[src/hdl/cscm_pkg.sv]
// package: shared constants and types for the configuration status and crc monitor
package cscm_pkg;

  // ----------------------------------------------------------------
  // crc constants
  // ----------------------------------------------------------------
  localparam int          CRC_W       = 32;            // signature width
  localparam logic [31:0] CRC_POLY    = 32'h04c11db7;  // ieee 802 generator, msb-first
  localparam logic [31:0] CRC_INIT    = 32'hffffffff;  // seed for each computation
  localparam logic [31:0] CRC_ZERO    = 32'h00000000;  // clean signature

  // ----------------------------------------------------------------
  // sizes and counts
  // ----------------------------------------------------------------
  localparam int          FRAME_BITS  = 16;            // data bits per frame (default)
  localparam int          NUM_FRAMES  = 4;             // frames per bitstream (default)
  localparam int          CELL_W      = 8;             // config cell word width (default)
  localparam int          INIT_CYC    = 8;             // initialization length in cycles
  localparam int          SYNC_N      = 3;             // pin synchroniser depth

  // ----------------------------------------------------------------
  // configuration scheme selection
  // ----------------------------------------------------------------
  typedef enum logic [1:0] {
    CSCM_SCH_PASSIVE   = 2'h0,   // host clocks data in
    CSCM_SCH_AS        = 2'h1,   // active serial flash
    CSCM_SCH_AP        = 2'h2,   // active parallel flash
    CSCM_SCH_RSVD      = 2'h3    // treated as passive
  } cscm_scheme_t;

endpackage : cscm_pkg

[src/hdl/cscm_top.sv]
// module: configuration status, chain select and crc integrity monitor
// Function
// - hold config_complete low before and during load
// - release config_complete after error-free load, init start
// - after release, initialize then enter user mode
// - external low on config_complete ignored afterwards
// - drive chain_pass_out_n low when configuration completes
// - flash select enables serial or parallel memory
// - check crc per frame; stop on mismatch
// - store whole-stream crc in 32-bit register
// - user mode repeatedly recomputes crc over cells
// - checking runs until restart_config_n goes low
// - only config cells checked, memories excluded
// - ieee 802 crc32, one calculation per pass
// - zero signature clears fault, nonzero sets it
// - storage register writable for error injection
// - fault flag active high only when enabled
// - checker present only on high-core variant
// - tri-state option floats flash pins in user mode
// - boundary-scan load overrides scheme_select_pins
module cscm_top
  import cscm_pkg::*;
#(
  parameter int FRAME_BITS_P = cscm_pkg::FRAME_BITS,  // data bits per frame
  parameter int NUM_FRAMES_P = cscm_pkg::NUM_FRAMES,  // frames per bitstream
  parameter int CELL_W_P     = cscm_pkg::CELL_W,      // cell word width
  parameter int CELL_DEPTH_P = 16,                    // cell words held
  parameter bit HIGH_CORE_P  = 1'b1                   // variant with user-mode checker
) (
  // clock and reset
  input  wire logic                       mclk_i,
  input  wire logic                       srst_i,
  // restart and chain
  input  wire logic                       restart_config_n_i,
  input  wire logic                       chain_select_n_i,
  output logic                            chain_pass_out_n_o,
  output logic                            chain_pass_out_n_oe_n_o,
  // config_complete open-drain pin
  input  wire logic                       config_complete_i,
  output logic                            config_complete_o,
  output logic                            config_complete_oe_n_o,
  // scheme and options
  input  wire cscm_pkg::cscm_scheme_t     scheme_select_pins_i,
  input  wire logic                       boundary_scan_load_i,
  input  wire logic                       tristate_opt_i,
  input  wire logic                       err_detect_en_i,
  // serial stream link
  input  wire logic                       serial_config_clock_i,
  input  wire logic                       serial_data_in_i,
  // flash control pins
  output logic                            serial_flash_select_n_o,
  output logic                            parallel_flash_enable_n_o,
  output logic                            flash_pins_oe_n_o,
  // crc store access
  input  wire logic                       crc_store_wr_i,
  input  wire logic [31:0]                crc_store_data_i,
  output logic [31:0]                     crc_store_o,
  // status
  output logic                            crc_fault_flag_o,
  output logic                            crc_fault_flag_oe_n_o,
  output logic                            frame_crc_error_o,
  output logic                            user_mode_o
);
  import cscm_pkg::*;

  // ----------------------------------------------------------------
  // local sizes
  // ----------------------------------------------------------------
  localparam int FB_W  = $clog2(FRAME_BITS_P + CRC_W + 1);  // bit counter width
  localparam int FR_W  = $clog2(NUM_FRAMES_P + 1);          // frame counter width
  localparam int AD_W  = $clog2(CELL_DEPTH_P);              // cell address width
  localparam int BI_W  = $clog2(CELL_W_P);                  // bit-in-word width
  localparam int IC_W  = $clog2(INIT_CYC + 1);              // init counter width
  localparam logic [FB_W-1:0] FB_DATA = FB_W'(FRAME_BITS_P);
  localparam logic [FB_W-1:0] FB_LAST = FB_W'(FRAME_BITS_P + CRC_W - 1);
  localparam logic [FR_W-1:0] FR_LAST = FR_W'(NUM_FRAMES_P - 1);
  localparam logic [AD_W-1:0] AD_LAST = AD_W'(CELL_DEPTH_P - 1);
  localparam logic [BI_W-1:0] BI_LAST = BI_W'(CELL_W_P - 1);
  localparam logic [IC_W-1:0] IC_LAST = IC_W'(INIT_CYC - 1);

  // ----------------------------------------------------------------
  // state types
  // ----------------------------------------------------------------
  typedef enum logic [2:0] {
    CSCM_ST_RESET,     // waiting for restart release and chain select
    CSCM_ST_LOAD,      // receiving frames
    CSCM_ST_ERROR,     // frame crc mismatch, parked until restart
    CSCM_ST_INIT,      // initialization cycle
    CSCM_ST_USER,      // user mode
    CSCM_ST_UCHK_END   // final step of the stored-crc check
  } cscm_state_t;

  typedef struct packed {
    cscm_state_t       st;          // main sequence
    logic [SYNC_N-1:0] clk_sy;      // link clock synchroniser
    logic [SYNC_N-1:0] dat_sy;      // link data synchroniser
    logic [SYNC_N-1:0] rst_sy;      // restart synchroniser
    logic [SYNC_N-1:0] ce_sy;       // chain select synchroniser
    logic              clk_q;       // agreed link clock level
    logic              rst_q;       // agreed restart level
    logic              ce_q;        // agreed chain select level
    logic [FB_W-1:0]   bcnt;        // bit within frame
    logic [FR_W-1:0]   fcnt;        // frame number
    logic [31:0]       fcrc;        // per-frame running crc
    logic [31:0]       scrc;        // whole-stream running crc
    logic [31:0]       rx_crc;      // frame crc shifted in from stream
    logic [31:0]       store;       // stored reference crc
    logic [IC_W-1:0]   icnt;        // init counter
    logic [AD_W-1:0]   uaddr;       // user-mode cell word
    logic [BI_W-1:0]   ubit;        // user-mode bit in word
    logic [31:0]       ucrc;        // user-mode running crc
    logic [5:0]        sbit;        // reference bits folded in at pass end
    logic              fault;       // crc_fault_flag value
    logic              ferr;        // frame crc error seen
    logic              done;        // configuration complete
  } cscm_regs_t;

  cscm_regs_t r_r;   // registered state
  cscm_regs_t r_nxt; // next state

  // config cell words, written while loading, scanned in user mode
  logic [CELL_W_P-1:0] cells_r [CELL_DEPTH_P];

  // ----------------------------------------------------------------
  // crc step instances: frame, stream, user mode
  // ----------------------------------------------------------------
  logic [31:0] fcrc_step;   // frame crc after this bit
  logic [31:0] scrc_step;   // stream crc after this bit
  logic [31:0] ucrc_step;   // user crc after this bit
  logic        ubit_val;    // cell or reference bit fed to the checker
  logic        rx_bit;      // synchronised stream bit
  logic        clk_rise;    // link clock rising edge

  assign rx_bit = r_r.dat_sy[SYNC_N-1];

  cscm_crc32 u_fcrc (.crc_i(r_r.fcrc), .bit_i(rx_bit),   .crc_o(fcrc_step));
  cscm_crc32 u_scrc (.crc_i(r_r.scrc), .bit_i(rx_bit),   .crc_o(scrc_step));
  cscm_crc32 u_ucrc (.crc_i(r_r.ucrc), .bit_i(ubit_val), .crc_o(ucrc_step));

  // only cell contents feed the checker, then the reference bits
  always_comb begin
    if (r_r.st == CSCM_ST_UCHK_END) begin
      ubit_val = r_r.store[5'(31 - r_r.sbit[4:0])];
    end else begin
      ubit_val = cells_r[r_r.uaddr][r_r.ubit];
    end
  end

  // ----------------------------------------------------------------
  // sequencing: one comb filler, one register
  // ----------------------------------------------------------------
  always_comb begin
    r_nxt = r_r;
    // three-flop synchronisers, a change counts when 2nd and 3rd agree
    r_nxt.clk_sy = {r_r.clk_sy[SYNC_N-2:0], serial_config_clock_i};
    r_nxt.dat_sy = {r_r.dat_sy[SYNC_N-2:0], serial_data_in_i};
    r_nxt.rst_sy = {r_r.rst_sy[SYNC_N-2:0], restart_config_n_i};
    r_nxt.ce_sy  = {r_r.ce_sy[SYNC_N-2:0], chain_select_n_i};
    if (r_r.clk_sy[SYNC_N-1] == r_r.clk_sy[SYNC_N-2]) begin
      r_nxt.clk_q = r_r.clk_sy[SYNC_N-1];
    end
    if (r_r.rst_sy[SYNC_N-1] == r_r.rst_sy[SYNC_N-2]) begin
      r_nxt.rst_q = r_r.rst_sy[SYNC_N-1];
    end
    if (r_r.ce_sy[SYNC_N-1] == r_r.ce_sy[SYNC_N-2]) begin
      r_nxt.ce_q = r_r.ce_sy[SYNC_N-1];
    end
    clk_rise = r_nxt.clk_q & ~r_r.clk_q;

    // crc store write works only once configuration is complete, in user and check-end states (inject or restore)
    if (crc_store_wr_i && r_r.done) begin
      r_nxt.store = crc_store_data_i;
    end

    unique case (r_r.st)
      CSCM_ST_RESET: begin
        r_nxt.done  = 1'b0;
        r_nxt.fault = 1'b0;
        r_nxt.ferr  = 1'b0;
        r_nxt.bcnt  = '0;
        r_nxt.fcnt  = '0;
        r_nxt.fcrc  = CRC_INIT;
        r_nxt.scrc  = CRC_INIT;
        // start loading only when chain select is low; it is not looked at during load
        if (r_r.rst_q && !r_r.ce_q) begin
          r_nxt.st = CSCM_ST_LOAD;
        end
      end
      CSCM_ST_LOAD: begin
        if (clk_rise) begin
          r_nxt.bcnt = r_r.bcnt + FB_W'(1);
          if (r_r.bcnt < FB_DATA) begin
            // data bit: into frame crc, stream crc and cell memory
            r_nxt.fcrc = fcrc_step;
            r_nxt.scrc = scrc_step;
          end else begin
            r_nxt.rx_crc = {r_r.rx_crc[30:0], rx_bit};
          end
          if (r_r.bcnt == FB_LAST) begin
            r_nxt.bcnt = '0;
            r_nxt.fcrc = CRC_INIT;
            if ({r_r.rx_crc[30:0], rx_bit} != r_r.fcrc) begin
              r_nxt.ferr = 1'b1;
              r_nxt.st   = CSCM_ST_ERROR;
            end else if (r_r.fcnt == FR_LAST) begin
              r_nxt.store = r_r.scrc;
              r_nxt.icnt  = '0;
              r_nxt.st    = CSCM_ST_INIT;
            end else begin
              r_nxt.fcnt = r_r.fcnt + FR_W'(1);
            end
          end
        end
      end
      CSCM_ST_ERROR: begin
        // parked with config_complete low until restart
      end
      CSCM_ST_INIT: begin
        r_nxt.icnt = r_r.icnt + IC_W'(1);
        if (r_r.icnt == IC_LAST) begin
          r_nxt.done  = 1'b1;
          r_nxt.uaddr = '0;
          r_nxt.ubit  = '0;
          r_nxt.ucrc  = CRC_INIT;
          r_nxt.st    = CSCM_ST_USER;
        end
      end
      CSCM_ST_USER: begin
        // walk every cell bit, config_complete pin is not looked at
        if (HIGH_CORE_P) begin
          r_nxt.ucrc = ucrc_step;
          r_nxt.ubit = r_r.ubit + BI_W'(1);
          if (r_r.ubit == BI_LAST) begin
            r_nxt.ubit  = '0;
            r_nxt.uaddr = r_r.uaddr + AD_W'(1);
            if (r_r.uaddr == AD_LAST) begin
              r_nxt.uaddr = '0;
              r_nxt.sbit  = '0;
              r_nxt.st    = CSCM_ST_UCHK_END;
            end
          end
        end
      end
      CSCM_ST_UCHK_END: begin
        // fold reference in: residue zero when cells match the store
        r_nxt.ucrc = ucrc_step;
        r_nxt.sbit = r_r.sbit + 6'h01;
        if (r_r.sbit == 6'(CRC_W - 1)) begin
          r_nxt.fault = (ucrc_step != CRC_ZERO);
          r_nxt.ucrc  = CRC_INIT;
          r_nxt.st    = CSCM_ST_USER;
        end
      end
      default: r_nxt.st = CSCM_ST_RESET;
    endcase

    // restart low resets the sequence and stops checking
    if (!r_r.rst_q) begin
      r_nxt.st   = CSCM_ST_RESET;
      // pass-out goes high with the state, not a cycle later
      r_nxt.done = 1'b0;
    end
  end

  // ----------------------------------------------------------------
  // state register
  // ----------------------------------------------------------------
  always_ff @(posedge mclk_i) begin
    if (srst_i) begin
      r_r        <= '0;
      r_r.st     <= CSCM_ST_RESET;
      r_r.clk_sy <= '0;
      r_r.dat_sy <= '0;
      r_r.rst_sy <= '0;                 // restart reads as asserted
      r_r.ce_sy  <= '1;                 // chain select reads idle
      r_r.ce_q   <= 1'b1;
      r_r.fcrc   <= CRC_INIT;
      r_r.scrc   <= CRC_INIT;
      r_r.ucrc   <= CRC_INIT;
    end else begin
      r_r <= r_nxt;
    end
  end

  // ----------------------------------------------------------------
  // cell memory: one word fills per CELL_W_P data bits, wraps on depth
  // ----------------------------------------------------------------
  logic [AD_W-1:0]     waddr_r;   // write word
  logic [BI_W-1:0]     wbit_r;    // write bit
  logic [CELL_W_P-1:0] wword_r;   // word being assembled
  logic                wr_take;   // data bit accepted this cycle

  assign wr_take = (r_r.st == CSCM_ST_LOAD) && clk_rise && (r_r.bcnt < FB_DATA);

  always_ff @(posedge mclk_i) begin
    if (srst_i || r_r.st == CSCM_ST_RESET) begin
      waddr_r <= '0;
      wbit_r  <= '0;
      wword_r <= '0;
    end else if (wr_take) begin
      wword_r[wbit_r] <= rx_bit;
      wbit_r          <= wbit_r + BI_W'(1);
      if (wbit_r == BI_LAST) begin
        cells_r[waddr_r] <= {rx_bit, wword_r[CELL_W_P-2:0]};
        wbit_r           <= '0;
        waddr_r          <= waddr_r + AD_W'(1);
      end
    end
  end

  // ----------------------------------------------------------------
  // pins and status
  // ----------------------------------------------------------------
  logic in_user;   // user or check-end state
  logic scheme_act;// active flash scheme in effect

  assign in_user    = (r_r.st == CSCM_ST_USER) || (r_r.st == CSCM_ST_UCHK_END);
  // boundary-scan load overrides the scheme straps
  assign scheme_act = !boundary_scan_load_i &&
                      ((scheme_select_pins_i == CSCM_SCH_AS) ||
                       (scheme_select_pins_i == CSCM_SCH_AP));

  // open drain: driven low until init starts, then released
  assign config_complete_o      = 1'b0;
  assign config_complete_oe_n_o = !(r_r.st == CSCM_ST_RESET ||
                                    r_r.st == CSCM_ST_LOAD  ||
                                    r_r.st == CSCM_ST_ERROR);

  // chain pass-out driven always, low only once complete
  assign chain_pass_out_n_o      = !r_r.done;
  assign chain_pass_out_n_oe_n_o = 1'b0;

  // serial select and parallel enable are separate lines, each low only during load
  assign serial_flash_select_n_o   = !(scheme_act &&
                                       scheme_select_pins_i == CSCM_SCH_AS &&
                                       r_r.st == CSCM_ST_LOAD);
  assign parallel_flash_enable_n_o = !(scheme_act &&
                                       scheme_select_pins_i == CSCM_SCH_AP &&
                                       r_r.st == CSCM_ST_LOAD);
  // tri-state option floats flash pins in user mode
  assign flash_pins_oe_n_o = (tristate_opt_i && in_user) || !scheme_act;

  // fault flag only when detection is enabled and variant has it
  assign crc_fault_flag_o      = r_r.fault && err_detect_en_i && HIGH_CORE_P;
  assign crc_fault_flag_oe_n_o = !(err_detect_en_i && HIGH_CORE_P);
  assign crc_store_o           = r_r.store;
  assign frame_crc_error_o     = r_r.ferr;
  assign user_mode_o           = in_user;

endmodule : cscm_top

[src/hdl/cscm_crc32.sv]
// module: one-bit serial crc32 update step
module cscm_crc32 (
  // crc state
  input  wire logic [31:0] crc_i,
  input  wire logic        bit_i,
  output logic      [31:0] crc_o
);
  import cscm_pkg::*;

  // ----------------------------------------------------------------
  // shift one data bit through the generator polynomial
  // ----------------------------------------------------------------
  always_comb begin
    // feedback is msb xor incoming bit
    if (crc_i[31] ^ bit_i) begin
      crc_o = {crc_i[30:0], 1'b0} ^ CRC_POLY;
    end else begin
      crc_o = {crc_i[30:0], 1'b0};
    end
  end

endmodule : cscm_crc32

[config.mk]
export PLATFORM = sky130hd
export DESIGN_NAME = cscm_top
export DESIGN_NICKNAME = d
export VERILOG_FILES = /design/src/hdl/cscm_pkg.sv /design/src/hdl/cscm_top.sv /design/src/hdl/cscm_crc32.sv
export SDC_FILE = /design/constraint.sdc
export NUM_CORES = 1
export LEC_CHECK = 0
export BUFFER_PORTS_ARGS = -buffer_cell sky130_fd_sc_hd__buf_2
export CAP_MARGIN = 20
export CORE_MARGIN = 3
export CORE_UTILIZATION = 37
export CTS_BUF_LIST = sky130_fd_sc_hd__clkbuf_4 sky130_fd_sc_hd__clkbuf_8
export CTS_CLUSTER_DIAMETER = 100
export CTS_CLUSTER_SIZE = 12
export DETAILED_ROUTE_END_ITERATION = 8
export GPL_ROUTABILITY_DRIVEN = 0
export RECOVER_POWER = 100
export SLEW_MARGIN = 0
export SYNTH_ARGS = -nofsm -noshare
export SYNTH_HDL_FRONTEND = slang
export SYNTH_SLANG_ARGS = --single-unit
export TNS_END_PERCENT = 5
[constraint.sdc]
create_clock -name mclk_i -period 3.7 [get_ports mclk_i]
set_input_delay 0.37 -clock mclk_i [delete_from_list [all_inputs] [get_ports mclk_i]]
set_output_delay 0.37 -clock mclk_i [all_outputs]
set_load 0.02 [all_outputs]
==> results.json <==
{
  "run_status": "finished, violations left",
  "violations": "max-capacitance violations, max-slew violations",
  "critPathKind": "register to register",
  "fin_skew_ps": 46.82,
  "crit_path_max_fanout": 14,
  "ys_ff_latch": 352,
  "clk_pin_slew_ps": 90,
  "cts_root_buf": "clkbuf_8",
  "avgSynthCellArea_um2": 10.56,
  "synth.area.top_cells": "dfxtp_1 (29%), edfxtp_1 (25%), mux4_2 (4.8%), nor2_1 (3.9%), nand2_1 (3.6%)",
  "fp.dieW_um": 210.6,
  "avgRoutedWirePerCell_um": 17.28,
  "worst_slew_pin_slew_ps": 2851,
  "yosys_warnings": 0,
  "clock-sinks": 352,
  "post-cts-setup-buffers": 0,
  "cp_top_family": "multiplexers",
  "p_leak_nw": 5.833,
  "first_iter_violations": 678,
  "cts_buffer_depth": 3,
  "grt_overflow": 0,
  "min_from": "serial_data_in_i",
  "synth_edf_count": 128,
  "grt_use_total": 0.1569,
  "crit_top_cell": "nand2_1",
  "grt_max_degree": 153,
  "drtPass1Iterations": 5,
  "numCtsBuffers": 35,
  "synth_cells": 1467,
  "drv_cap": 2,
  "grt_pass1_vias": 10560,
  "maxSlewViolCount": 188,
  "io_buffers": 84,
  "row_count": 74,
  "areaGrowthSynthToFinish_pct": 8.556,
  "setup_viol": 0,
  "nNetsFinal": 1564,
  "holdPathEnd": "r_nxt[199]",
  "synthFlopType": "dfxtp_1",
  "ant_nets": 0,
  "fin_tns_setup_ps": 0,
  "seq_area_frac_synth": 0.5378,
  "synth_area_mm2": 0.01549,
  "timing.max_slew.rel_slack": -0.9004,
  "grt_pass1_wl_um": 56880,
  "finalCritPeriodShare": 0.9385,
  "io-pin-count": 88,
  "cts_tree": "built",
  "crit_chain": "buf_12 -> mux4_1 -> mux4_2 -> mux2i_1 -> o211ai_1 -> o221a_2 -> and3_4 -> inv_1 -> ha_1 -> nand2_1 -> nor3_2 -> nand2_1 -> nand4b_1 -> o211a_1",
  "ys_async_sr_fraction": 0,
  "diodes": 0,
  "irDropWorstVdd_mv": 0.2386,
  "antenna_found_initial": 0,
  "hold_violations": 0,
  "start_util": 0.3767,
  "cp_slowest_cell": "mux4_1",
  "r2r-end": "r_r[2]",
  "post-route-min-period_ps": 3472,
  "power_mw": 6.436,
  "dr_total_vias": 10900,
  "core_mm2": 0.04111,
  "netlist.area_leader.share": 0.2896,
  "synth_top_area_cell": "dfxtp_1",
  "ff2ff_setup_slack_ps": 230,
  "hold_depth": 2,
  "clk-insertion-delay-late_ps": 570,
  "synthDistinctLibCells": 66,
  "cp-end-kind": "register",
  "dpl.hpwl_um": 22820,
  "die_h_um": 210.6,
  "htreeDepth": 2,
  "worst-path-buf-inv": 2,
  "hold_path_class": "primary input to register",
  "required_ps": 4130,
  "rsz0062_at_grt": "false",
  "start_kind": "register",
  "post-route-drc-count": 0,
  "wl_um": 35380,
  "die_area_mm2": 0.04435,
  "power.density_mw_per_mm2": 382.8,
  "critical_path_arrival_ps": 3910,
  "r2r.worst_path.cells": 14,
  "max_freq_mhz": 288.0,
  "cp_slowest_stage_delay_ps": 590,
  "viasPerCell": 5.324,
  "drive_gt1_frac": 0.1286
}
## area by class of cell
cell class	count	area [um2]
Sequential cell	352	8332
Fill cell	4053	24300
Inverter	23	86.33
Timing Repair Buffer	134	753.2
Tap cell	532	665.6
Clock inverter	2	20.02
Clock buffer	49	599.3
Multi-Input combinational cell	956	6355
## cells by family after synthesis
| kind of cell | Yosys count | synth area share |
|---|---|---|
| other | 1 | 0.0002422 |
| XOR/XNOR | 67 | 0.03789 |
| flip-flops | 352 | 0.5378 |
| multiplexers | 62 | 0.07546 |
| AO/OA/AOI/OAI | 245 | 0.1094 |
| AND/OR/NAND/NOR | 563 | 0.1714 |
| adder cells (fa/ha/maj) | 17 | 0.01373 |
| buffers and inverters | 160 | 0.05405 |
## power by group
group	total, mW	internal [mW]	leakage [nW]	switching [mW]
registers	3.98	3.98	3.15	0.00225
clock network	2.34	1.04	0.332	1.30
logic	0.108	0.0468	2.35	0.0615
## layout by cell type (no fill, tap or decap), types with 46 or more instances in the layout
cell type and n:
nor2_1 157, o21bai_1 46, nand2_1 148, nand3_1 53, nand2b_1 47, edfxtp_1 128
clkbuf_1 46, xor2_1 52, a21oi_1 57, nor3_1 55, dfxtp_1 223
## state kept, by name (all words and copies together), names as in the netlist, named ones only
signal / count
r_r: 165
cells_r: 128
crc_store_o: 32
r_nxt: 8
wword_r: 7
waddr_r: 4
wbit_r: 3
frame_crc_error_o: 1
## metal layers
layer  up-vias  routed length, um  global-route usage
met5         -                  0                   0
met2       210              16420              0.2535
li1       5312                  -                   -
met1      5331              16700              0.2203
met3        51               1506             0.02530
met4         0                756             0.04296
## repair_timing
action                                 CTS  global route
gates resized for setup                  0             2
endpoints found under the hold margin    3             0
setup endpoints to repair                0             1
hold buffers                             3             0
## per-stage QoR
| stage | utilization | cell area (um2) | setup WS [ps] | hold WS [ps] | std cells |
|---|---|---|---|---|---|
| 3_3_place_gp | 0.3951 | 16240 | 149.6 | 400.5 | 1992 |
| 2_1_floorplan | - | 15490 | 355.9 | 389.5 | 1468 |
| 4_1_cts | 0.4116 | 16920 | 83.06 | 52.66 | 2047 |
| 5_1_grt | 0.4089 | 16810 | 12.33 | 69.30 | 2048 |
| 6_report | 0.4089 | 16810 | 227.7 | 76.76 | 2048 |
| 3_5_place_dp | 0.3958 | 16270 | 95.65 | 395.0 | 1993 |
## Yosys cell counts (4+ instances only)
cell      count
nor4_1       16
mux4_2       33
nand3_1      54
a311oi_1     36
buf_1         7
buf_4        39
nor2b_1      17
mux4_1        8
nand2_1     148
nor3_1       56
edfxtp_1    128
a31o_2        5
and2_1        5
o21bai_1     46
inv_1        23
buf_2         4
mux2i_1      17
o21ai_0      10
xnor2_1      15
xor2_1       52
buf_6         7
nand2b_1     47
a31o_1        7
nand3b_1      8
or3_1         7
or2_2         5
o22ai_1      40
a22oi_1       6
ha_1         17
a31oi_1      16
nand4_1      22
dfxtp_1     224
mux2_2        4
nor2_1      159
nor3b_1       5
clkbuf_1     76
a21oi_1      58
and3_1        4
## worst max path at each step
stage / end / slack (ps) / depth (start not counted)
after floorplan: r_r[2] / 360 / 16
after global placement: r_r[2] / 150 / 14
after detailed placement: r_r[2] / 100 / 14
after CTS: r_r[2] / 80 / 14
after global routing: cells_r[0][5] / 10 / 10
final: r_r[2] / 230 / 14
No activity file was read; power rests on OpenSTA's default activity.
